File: src/logic/copro_div_pkg.sv
// Purpose: shared constants for the coprocessor divide unit
// Assumes: 16-bit core interface, 32-bit result registers
// Notes:   mode word low nibble is the operation, high nibble the output half
`default_nettype none
package copro_div_pkg;
    localparam int          DATA_W         = 32;
    localparam int          HALF_W         = 16;
    localparam int          FLAG_W         = 4;
    localparam logic [3:0]  OP_INIT0       = 4'h0;
    localparam logic [3:0]  OP_INIT1       = 4'h1;
    localparam logic [3:0]  OP_INIT2       = 4'h2;
    localparam logic [3:0]  OP_READ        = 4'h3;
    localparam logic [3:0]  OP_DIVU        = 4'h8;
    localparam logic [3:0]  OP_DIVS        = 4'h9;
    localparam logic [3:0]  OP_INIT3       = 4'ha;
    localparam logic [3:0]  SEL_RESULT_REG_ZERO_LO    = 4'h0;
    localparam logic [3:0]  SEL_RESULT_REG_ZERO_HI    = 4'h1;
    localparam logic [3:0]  SEL_RESULT_REG_ONE_LO    = 4'h2;
    localparam logic [3:0]  SEL_RESULT_REG_ONE_HI    = 4'h3;
    localparam logic [7:0]  MODE_RESET     = 8'h00;
    localparam logic [31:0] RES_RESET      = 32'h0000_0000;
    localparam logic [3:0]  FLAGS_CLEAR    = 4'h0;
    localparam logic [5:0]  DIV_STEPS      = 6'h20;
    typedef enum logic [1:0] {ST_IDLE, ST_DIV, ST_FIX} div_state_e;
endpackage : copro_div_pkg
`default_nettype wire

File: src/logic/coprocessor_divide_unit.sv
// Purpose: division path of the arithmetic coprocessor attached to the 16-bit core
// Assumes: one instruction strobe at a time; the core waits for result_valid
// Notes:   multiply and accumulate modes are not served here
`timescale 1ns/10ps
`default_nettype none
module coprocessor_divide_unit (
    input  wire logic                                clock,
    input  wire logic                                rst,
    input  wire logic                                mode_write_instr,
    input  wire logic [7:0]                          mode_word,
    input  wire logic                                operand_preload_instr,
    input  wire logic                                compute_return_instr,
    input  wire logic [copro_div_pkg::HALF_W-1:0]    operand_first,
    input  wire logic [copro_div_pkg::HALF_W-1:0]    operand_second,
    input  wire logic                                use_short_immediate,
    input  wire logic [copro_div_pkg::HALF_W-1:0]    short_immediate,
    output logic                                     busy,
    output logic                                     result_valid,
    output logic      [copro_div_pkg::HALF_W-1:0]    result_half,
    output logic      [copro_div_pkg::FLAG_W-1:0]    arith_flag_set,
    output logic      [7:0]                          mode
);
    import copro_div_pkg::*;

    logic [DATA_W-1:0] result_reg_zero, next_result_reg_zero;
    logic [DATA_W-1:0] result_reg_one, next_result_reg_one;
    logic [7:0]        next_mode;
    div_state_e        state, next_state;
    logic              next_busy, next_result_valid;
    logic [HALF_W-1:0] next_result_half;
    logic [FLAG_W-1:0] next_arith_flag_set;
    logic              neg_quo, next_neg_quo, neg_rem, next_neg_rem;
    logic [3:0]        sel_half, next_sel_half;

    logic              div_start;
    logic [DATA_W-1:0] div_dividend, div_divisor, div_quo, div_rem;
    logic              div_done;
    logic [DATA_W-1:0] divisor_full, fixed_quo, fixed_rem;
    logic [HALF_W-1:0] second_half;
    logic              signed_div;

    restoring_divider #(.WIDTH(DATA_W)) u_div (
        .clock     (clock),
        .rst       (rst),
        .start     (div_start),
        .dividend  (div_dividend),
        .divisor   (div_divisor),
        .done      (div_done),
        .quotient  (div_quo),
        .remainder (div_rem)
    );

    // pick a half of the result registers by selector
    function automatic logic [HALF_W-1:0] pick_half(input logic [3:0] sel,
                                                     input logic [DATA_W-1:0] r0,
                                                     input logic [DATA_W-1:0] r1);
        logic [HALF_W-1:0] h;
        h = r0[HALF_W-1:0];
        unique case (sel)
            SEL_RESULT_REG_ZERO_HI: h = r0[DATA_W-1:HALF_W];
            SEL_RESULT_REG_ONE_LO: h = r1[HALF_W-1:0];
            SEL_RESULT_REG_ONE_HI: h = r1[DATA_W-1:HALF_W];
            default:     h = r0[HALF_W-1:0];                       // SEL_RESULT_REG_ZERO_LO and reserved selectors
        endcase
        return h;
    endfunction : pick_half

    always_comb begin
        second_half  = use_short_immediate ? short_immediate : operand_second;
        divisor_full = {operand_first, second_half};
        signed_div   = (mode[3:0] == OP_DIVS);
        // signed division runs on magnitudes, signs are restored afterwards
        div_dividend = (signed_div && result_reg_zero[DATA_W-1]) ? -result_reg_zero
                                                                  : result_reg_zero;
        div_divisor  = (signed_div && divisor_full[DATA_W-1]) ? -divisor_full : divisor_full;
        fixed_quo    = neg_quo ? -div_quo : div_quo;
        fixed_rem    = neg_rem ? -div_rem : div_rem;
        div_start    = 1'b0;

        next_state           = state;
        next_mode            = mode;
        next_result_reg_zero = result_reg_zero;
        next_result_reg_one  = result_reg_one;
        next_busy            = busy;
        next_result_valid    = 1'b0;
        next_result_half     = result_half;
        next_arith_flag_set  = arith_flag_set;
        next_neg_quo         = neg_quo;
        next_neg_rem         = neg_rem;
        next_sel_half        = sel_half;

        unique case (state)
            ST_IDLE: begin
                if (mode_write_instr) begin
                    next_mode = mode_word;
                    if (mode_word[3:0] == OP_INIT0) begin
                        next_result_reg_zero = RES_RESET;
                        next_result_reg_one  = RES_RESET;
                    end
                end else if (operand_preload_instr) begin
                    unique case (mode[3:0])
                        OP_INIT1: next_result_reg_zero = {{HALF_W{1'b0}}, second_half};
                        OP_INIT2: next_result_reg_zero = {operand_first, second_half};
                        OP_INIT3: next_result_reg_one  = {operand_first, second_half};
                        default: ;
                    endcase
                end else if (compute_return_instr) begin
                    if (mode[3:0] == OP_DIVU || mode[3:0] == OP_DIVS) begin
                        // hold the core off while the iteration runs
                        div_start     = 1'b1;
                        next_busy     = 1'b1;
                        next_neg_quo  = signed_div &
                                        (result_reg_zero[DATA_W-1] ^ divisor_full[DATA_W-1]);
                        next_neg_rem  = signed_div & result_reg_zero[DATA_W-1];
                        next_sel_half = mode[7:4];
                        next_state    = ST_DIV;
                    end else if (mode[3:0] == OP_READ) begin
                        // registers stay untouched in read mode
                        next_result_half  = pick_half(mode[7:4], result_reg_zero,
                                                      result_reg_one);
                        next_result_valid = 1'b1;
                    end else begin
                        next_result_half  = pick_half(mode[7:4], result_reg_zero,
                                                      result_reg_one);
                        next_result_valid = 1'b1;
                    end
                end
            end
            ST_DIV: begin
                if (div_done) begin
                    next_state = ST_FIX;
                end
            end
            ST_FIX: begin
                // quotient, remainder and the chosen half all land in the same cycle
                next_result_reg_zero = fixed_quo;
                next_result_reg_one  = fixed_rem;
                next_result_half     = pick_half(sel_half, fixed_quo, fixed_rem);
                next_arith_flag_set  = FLAGS_CLEAR;
                next_result_valid    = 1'b1;
                next_busy            = 1'b0;
                next_state           = ST_IDLE;
            end
            default: next_state = ST_IDLE;
        endcase
    end

    always_ff @(posedge clock) begin
        if (rst) begin
            state           <= ST_IDLE;
            mode            <= MODE_RESET;
            result_reg_zero <= RES_RESET;
            result_reg_one  <= RES_RESET;
            busy            <= 1'b0;
            result_valid    <= 1'b0;
            result_half     <= '0;
            arith_flag_set  <= FLAGS_CLEAR;
            neg_quo         <= 1'b0;
            neg_rem         <= 1'b0;
            sel_half        <= SEL_RESULT_REG_ZERO_LO;
        end else begin
            state           <= next_state;
            mode            <= next_mode;
            result_reg_zero <= next_result_reg_zero;
            result_reg_one  <= next_result_reg_one;
            busy            <= next_busy;
            result_valid    <= next_result_valid;
            result_half     <= next_result_half;
            arith_flag_set  <= next_arith_flag_set;
            neg_quo         <= next_neg_quo;
            neg_rem         <= next_neg_rem;
            sel_half        <= next_sel_half;
        end
    end
endmodule : coprocessor_divide_unit
`default_nettype wire

File: src/logic/restoring_divider.sv
// Purpose: iterative unsigned restoring divider, one quotient bit per clock
// Assumes: start is a one-cycle pulse while idle
// Notes:   divisor zero gives all-ones quotient and the dividend as remainder
`timescale 1ns/10ps
`default_nettype none
module restoring_divider #(
    parameter int WIDTH = 32
) (
    input  wire logic             clock,
    input  wire logic             rst,
    input  wire logic             start,
    input  wire logic [WIDTH-1:0] dividend,
    input  wire logic [WIDTH-1:0] divisor,
    output logic                  done,
    output logic      [WIDTH-1:0] quotient,
    output logic      [WIDTH-1:0] remainder
);
    // the step counter is six bits wide, so wider operands cannot be counted
    generate
        if (WIDTH < 2 || WIDTH > 63) begin : g_width_check
            $error("restoring_divider: WIDTH out of range");
        end
    endgenerate

    logic [WIDTH-1:0] rem, next_rem, quo, next_quo, dsr, next_dsr;
    logic [5:0]       cnt, next_cnt;
    logic             busy, next_busy, next_done;
    logic [WIDTH:0]   trial;

    always_comb begin
        next_rem  = rem;
        next_quo  = quo;
        next_dsr  = dsr;
        next_cnt  = cnt;
        next_busy = busy;
        next_done = 1'b0;
        trial     = '0;
        if (start && !busy) begin
            next_rem  = '0;
            next_quo  = dividend;
            next_dsr  = divisor;
            next_cnt  = 6'(WIDTH);
            next_busy = 1'b1;
        end else if (busy) begin
            // shift one dividend bit in, subtract if it fits
            trial    = {rem, quo[WIDTH-1]} - {1'b0, dsr};
            next_quo = {quo[WIDTH-2:0], ~trial[WIDTH]};
            next_rem = trial[WIDTH] ? {rem[WIDTH-2:0], quo[WIDTH-1]} : trial[WIDTH-1:0];
            next_cnt = cnt - 6'h01;
            if (cnt == 6'h01) begin
                next_busy = 1'b0;
                next_done = 1'b1;
            end
        end
    end

    always_ff @(posedge clock) begin
        if (rst) begin
            rem  <= '0;
            quo  <= '0;
            dsr  <= '0;
            cnt  <= '0;
            busy <= 1'b0;
            done <= 1'b0;
        end else begin
            rem  <= next_rem;
            quo  <= next_quo;
            dsr  <= next_dsr;
            cnt  <= next_cnt;
            busy <= next_busy;
            done <= next_done;
        end
    end

    assign quotient  = quo;
    assign remainder = rem;
endmodule : restoring_divider
`default_nettype wire

File: config.mk
export PLATFORM = sky130hd
export DESIGN_NAME = coprocessor_divide_unit
export DESIGN_NICKNAME = d
export VERILOG_FILES = /design/src/logic/copro_div_pkg.sv /design/src/logic/coprocessor_divide_unit.sv /design/src/logic/restoring_divider.sv
export SDC_FILE = /design/constraint.sdc
export NUM_CORES = 1
export LEC_CHECK = 0
export BUFFER_PORTS_ARGS = -buffer_cell sky130_fd_sc_hd__buf_2
export CAP_MARGIN = 30
export CELL_PAD_IN_SITES_DETAIL_PLACEMENT = 1
export CELL_PAD_IN_SITES_GLOBAL_PLACEMENT = 1
export CORE_MARGIN = 1
export CORE_UTILIZATION = 46
export DETAILED_ROUTE_END_ITERATION = 8
export GPL_TIMING_DRIVEN = 0
export PLACE_DENSITY_LB_ADDON = 0.05
export SLEW_MARGIN = 20
export SYNTH_ARGS = -nofsm -noshare
export SYNTH_HDL_FRONTEND = slang
export SYNTH_SLANG_ARGS = --single-unit
File: constraint.sdc
create_clock -name clock -period 3.5 [get_ports clock]
set_input_delay 0.175 -clock clock [delete_from_list [all_inputs] [get_ports clock]]
set_output_delay 0.175 -clock clock [all_outputs]
set_load 0.01 [all_outputs]
# ---- After elaboration in Yosys (flattened, before gate mapping)
# Cells that the tools add are included.
dict set report classes {
  n_addsub 6
  n_mul 0
  n_div 0
  magnitude_cmp 0
  n_eq_ne 24
  shift 0
  mux 51
  n_bitwise 7
  reduce_logical 18
}
# op n
set op_table {}
lappend op_table {{32-bit two-way mux} 13}
lappend op_table {{32-bit one-hot mux with 2 select lines} 3}
lappend op_table {{32-bit negator} 4}
lappend op_table {{16-bit one-hot mux with 3 select lines} 2}
lappend op_table {{16-bit two-way mux} 5}
lappend op_table {{33-bit by 32-bit subtractor with 33-bit output} 1}
lappend op_table {{16-bit one-hot mux with 2 select lines} 1}
lappend op_table {{4-bit by 2-bit == test with 1-bit output, second input constant} 5}
lappend op_table {{5-bit AND reduction} 4}
lappend op_table {{1-bit two-way mux} 17}
lappend op_table {{4-bit by 1-bit == test with 1-bit output, second input constant} 3}
lappend op_table {{4-bit == test, second input constant} 3}
lappend op_table {{6-bit two-way mux} 2}
lappend op_table {{2-bit two-way mux} 5}
lappend op_table {{2-bit != test, second input constant} 5}
lappend op_table {{4-bit AND reduction} 2}
lappend op_table {{6-bit by 1-bit == test with 1-bit output, second input constant} 1}
lappend op_table {{3-bit != test, second input constant} 2}
lappend op_table {{6-bit by 1-bit subtractor with 6-bit output, second input constant} 1}
lappend op_table {{4-bit zero test} 1}
lappend op_table {{4-bit by 2-bit != test with 1-bit output, second input constant} 1}
lappend op_table {{1-bit NOT} 4}
lappend op_table {{1-bit one-hot mux with 2 select lines} 2}
lappend op_table {{2-bit one-hot mux with 2 select lines} 1}
lappend op_table {{other kinds (14)} 18}
dict set report word_totals {
  regBits 202
  latch_bits 0
  mem_bits_rw 0
  romBits 0
  in_bits 62
  out_inout_bits 30
  elab_cells 123
  n_memories 0
}

# ---- Longest topological paths before layout
dict set report logic_depth {
  word_depth 9
  ltp_mapped 13
  depth_no_buf 12
}

# ---- Cells and area by module
# Synthesis repeated with hierarchy kept, for this count alone.
dict set report unflattened {
  hier_cells 1932
  hier_area_um2 14626.5
}
# module n_inst cells_each area_each_um2 seq_area_each_um2
set by_module_without_submodules {}
lappend by_module_without_submodules {coprocessor_divide_unit 1 1136 8430.6 1961.9}
lappend by_module_without_submodules {restoring_divider 1 796 6195.9 2082.0}

# ---- Worst setup path after synthesis
# OpenSTA, ideal clock, no wires.
dict set report synth_timing {
  kind {flip-flop to flip-flop}
  start {reg u_div.quo[31] (netlist: u_div.quotient[31])}
  end {reg u_div.rem[14] (netlist: u_div.remainder[14])}
  setup_time_ps 132
  arrival_time_ps 2986
  t_required_ps 3368
  setup_slack_ps 381
  path_stages_with_launch 14
  n_path_buf 1
  period_less_slack_ps 3119
  path_cell_list {dfxtp_1 inv_1 ha_1 fa_1 nand2b_1 a211oi_1 o311a_1 nor3_2 a21oi_4 a41oi_2 xnor2_2 buf_4 mux2i_1 a21oi_1}
}
dict set report synth_via {
  elab_chain_cells 2
}
# element line_no
set synth_rtl {}
lappend synth_rtl {{start, declared} restoring_divider.sv:25} ;# logic [WIDTH-1:0] rem, next_rem, quo, next_quo, dsr, next_dsr;
lappend synth_rtl {{start signal, assigned} restoring_divider.sv:67} ;# quo <= next_quo;
lappend synth_rtl {{33-bit by 32-bit subtractor with 33-bit output} restoring_divider.sv:46} ;# trial = {rem, quo[WIDTH-1]} - {1'b0, dsr};
lappend synth_rtl {{32-bit two-way mux} restoring_divider.sv:48} ;# next_rem = trial[WIDTH] ? {rem[WIDTH-2:0], quo[WIDTH-1]} : trial[WIDTH-1:0];
lappend synth_rtl {{end signal, assigned} restoring_divider.sv:66} ;# rem <= next_rem;
lappend synth_rtl {{end, declared} restoring_divider.sv:25}
# No other way between the ends.
# A chain may end at the register's enable or synchronous reset.

# ---- Final worst setup path
dict set report layout_timing {
  start {reg mode[3]}
  end {reg u_div.quo[31] (netlist: u_div.quotient[31])}
}
dict set report layout_via {
  elab_chain_cells 9
  elab_cells_between_ends 13
  classes_between {eq/ne (2); mux (7); reduce/logical (4)}
}
# element line_no
set layout_rtl {}
lappend layout_rtl {{start, declared} coprocessor_divide_unit.sv:21} ;# output logic [7:0] mode
lappend layout_rtl {{start signal, assigned} coprocessor_divide_unit.sv:163} ;# mode <= next_mode;
lappend layout_rtl {{4-bit == test (on tied branches)} {coprocessor_divide_unit.sv:108, coprocessor_divide_unit.sv:71}}
lappend layout_rtl {{1-bit logical OR} coprocessor_divide_unit.sv:108} ;# if (mode[3:0] == OP_DIVU || mode[3:0] == OP_DIVS) begin
lappend layout_rtl {{1-bit two-way mux} coprocessor_divide_unit.sv:108}
lappend layout_rtl {{1-bit two-way mux} coprocessor_divide_unit.sv:107} ;# end else if (compute_return_instr) begin
lappend layout_rtl {{1-bit two-way mux} coprocessor_divide_unit.sv:100} ;# end else if (operand_preload_instr) begin
lappend layout_rtl {{1-bit two-way mux} coprocessor_divide_unit.sv:94} ;# if (mode_write_instr) begin
lappend layout_rtl {{1-bit two-way mux} coprocessor_divide_unit.sv:92} ;# unique case (state)
lappend layout_rtl {{1-bit logical AND} restoring_divider.sv:38} ;# if (start && !busy) begin
lappend layout_rtl {{32-bit two-way mux / 2-bit nonzero test (equally long branches)} -}
# Parallel ways exist; a longest one is shown, timed or not.

==> results.txt <==
Nets@finish -> 2139
HPWL Detailed -> 52500 um
WP data arrival -> 3860 ps
Critical-path top delay cell -> clkbuf_1
First-pass GRT wire length -> 98500 um
Fill count -> 3797
Setup CP Type -> reg2reg
Async SR Flop Fraction -> 0%
Num Clock Sinks -> 202
Run status -> complete, no violations
P per Cell Area -> 428 nW/um^2
Initial core utilization -> 47.0%
Register area -> 4050 um^2
RePlAce Congestion -> 1.04
Peak VDD IR -> 0.384 mV
Top cell type's share of synthesized area -> 29.0%
Initial DRC Count -> 1468
Final Skew -> 20.1 ps
Cell taking the most area after synthesis -> dfxtp_1
Max cap viols -> 0
Achievable frequency -> 0.290 GHz
Share of layout cells above drive strength 1 -> 9.59%
Synthesized cell area -> 14000 um^2
Non-Filler Instances -> 2445
Crit-path max cell delay -> 700 ps
CP Capture Type -> flop
Vias in the first global route -> 16100
Antenna Nets Post-Route -> 0
Hold Crit Class -> in2reg
Final Max Slew Viols -> 0
Total GRT Usage -> 42.6%
CP required -> 3910 ps
Pre-antenna DRT Iters -> 5
Htree depth -> 1
Critical-path cell list -> nor3b_2, nand3_2, nor2_2, clkbuf_1, a31oi_1, nor2_1
IO Count -> 92
Num CTS Buffers -> 25
Overflow after GRT -> 0
Root Buffer -> clkbuf_16
Die Width -> 176 um
Top cells by area, synth -> dfxtp_1 29%, nor2_1 6.8%, a21oi_1 6.6%, o21ai_0 5.6%, nand2_1 4.6%
Post-synth EDFFs -> 0
Die height -> 176 um
Final setup fails -> 0
Max FO, Critical Path -> 10
Skew-Pair Late Insertion Delay -> 540 ps
CTS tree -> done
Leak -> 0.00616 uW
DRC viols -> 0
Post-synthesis compound-gate area fraction -> 27.1%
Final core utilization -> 54.3%
Seq cells post-synth -> 202
YS warnings -> 0
Max-slew headroom -> 29.4%
Placed instance count -> 2379
Multi-input gate area -> 9250 um^2
Simple-gate share of the synthesized area -> 22.1%
Count leader, synth -> nor2_1
Final hold vios -> 0
Ant diodes -> 0
Slew @ Worst Pin -> 1050 ps
Wirelength per Cell -> 27.7 um
Largest family of logic cells by synthesized area -> compound AO/OA/AOI/OAI gates
Synth cell types -> 77
Startpoint Class -> flop
Final period utilization -> 98.5%
Primary FF master, synth -> dfxtp_1
Initial antenna violation count -> 0
Cell count after synthesis -> 1898
Post-synthesis xor/xnor area fraction -> 8.65%
Detailed-route via count -> 15700
Core Area -> 29700 um^2
Post-Route WL -> 67600 um
CTS max path bufs -> 3
Final min period -> 3450 ps
Clock Pin Slew Worst Setup and Hold Paths -> 70 ps
Synth Area in Adders -> 3.55%
Synth cell count leaders -> 252 x nor2_1, 202 x dfxtp_1, 184 x a21oi_1
RSZ-0062 raised after global routing -> no
Cell Rows -> 63
DR vias/cell -> 6.43
IO Port Bufs -> 86
Area growth syn-to-layout -> 15.7%
Post-synthesis sequential area ratio -> 29.0%
Die ar. -> 31000 um^2
Post-synthesis mux area share -> 4.14%
Synthesized area per cell -> 7.35 um^2
Largest net degree at the start of global routing -> 13
==> per-layer routing <==
| layer | global-route usage [%] | routed length, um | vias to the layer above |
|---|---|---|---|
| met5 | 0 | 0 | - |
| met4 | 25.1 | 4220 | 0 |
| met3 | 7.08 | 4550 | 208 |
| met2 | 71.9 | 31900 | 675 |
| met1 | 50.7 | 26900 | 7731 |
| li1 | - | - | 7116 |
==> sequential cells by signal, indices dropped and copies added (netlist names) <==
signal           cells
result_reg_zero     32
mode                 8
u_div.remainder     32
u_div.cnt            6
state                2
u_div.done           1
neg_rem              1
result_valid         1
busy                 1
u_div.dsr           32
result_reg_one      32
u_div.quotient      32
neg_quo              1
sel_half             4
u_div.busy           1
result_half         16
==> critical path: cells and delay by family (launching register included) <==
kind	cells	cell delay (ps)
compound gates	1	370
simple gates	4	1820
buf+inv	1	700
flops	1	410
==> repair_timing <==
item | in CTS | in global routing
hold endpoints to repair | 8 | 0
setup buffers | 5 | 6
pin swaps | 5 | 6
gates cloned | 0 | 1
hold buffers | 8 | 0
endpoints found under the setup margin | 58 | 35
gates resized for setup | 13 | 12
==> logic make-up after synthesis <==
| group | Yosys count |
|---|---|
| XOR/XNOR | 137 |
| AO/OA/AOI/OAI | 601 |
| adder cells (fa/ha/maj) | 39 |
| AND/OR/NAND/NOR | 667 |
| buffers and inverters | 194 |
| multiplexers | 57 |
| flip-flops | 202 |
| other | 1 |
==> layout make-up <==
| type | instances | area share (%) |
|---|---|---|
| inverters | 57 | 1.34 |
| clock buffers | 35 | 4.48 |
| clock inverters | 9 | 1.08 |
| well taps | 390 | 3.02 |
| multi-input cells | 1505 | 57.3 |
| plain buffers | 137 | 3.50 |
| repair buffers | 110 | 4.15 |
| flip-flops and latches | 202 | 25.1 |
==> final timing paths <==
kind                                                  from                              end  slack [ps]  depth (start not counted)
worst max-delay path                  mode[3]$_SDFFE_PP0P_  u_div.quotient[31]$_SDFFE_PP0P_          50                          6
worst min-delay path                     operand_first[15]       u_div.dsr[31]$_SDFFE_PP0P_           1                          3
worst max register to register        mode[3]$_SDFFE_PP0P_  u_div.quotient[31]$_SDFFE_PP0P_          50                          6
worst min register to register  u_div.dsr[15]$_SDFFE_PP0P_       u_div.dsr[15]$_SDFFE_PP0P_         470                          2
==> placed cells by master (no fill, tap or decap), types with 15 or more instances in the layout <==
master | Yosys | final
nor2_1 | 252 | 251
dfxtp_1 | 202 | 200
a21oi_1 | 184 | 184
nand2_1 | 170 | 170
o21ai_0 | 156 | 156
clkbuf_1 | 119 | 123
buf_2 | 6 | 92
xor2_1 | 72 | 72
nor3_1 | 70 | 69
xnor2_1 | 64 | 64
a211oi_1 | 60 | 58
inv_1 | 56 | 55
mux2i_1 | 51 | 50
ha_1 | 38 | 37
clkbuf_16 | 0 | 26
o31ai_1 | 25 | 25
or3_1 | 24 | 24
nand3_1 | 23 | 22
o211ai_1 | 22 | 22
and3_1 | 20 | 20
o221ai_1 | 18 | 18
o22ai_1 | 16 | 16
nor3b_1 | 16 | 15
==> where the power goes <==
part	internal, uW	switching, uW
clock network	1800	1120
logic	587	924
registers	2370	104
total	4760	2150
==> stage by stage <==
step | TNS, ps | setup slack [ps] | area [um^2] | power, uW | hold slack [ps]
floorplan | 0 | 381 | 14000 | 3370 | 311
global placement | -17380 | -551 | 14900 | 3800 | 420
detailed placement | -22870 | -658 | 14900 | 3840 | 431
CTS | 0 | 10.0 | 16000 | 6760 | 1.01
global route | 0 | 29.6 | 16100 | 7070 | 8.40
finish | 0 | 54.1 | 16100 | 6910 | 1.18
Note: power is estimated with default switching activity, not from simulation.
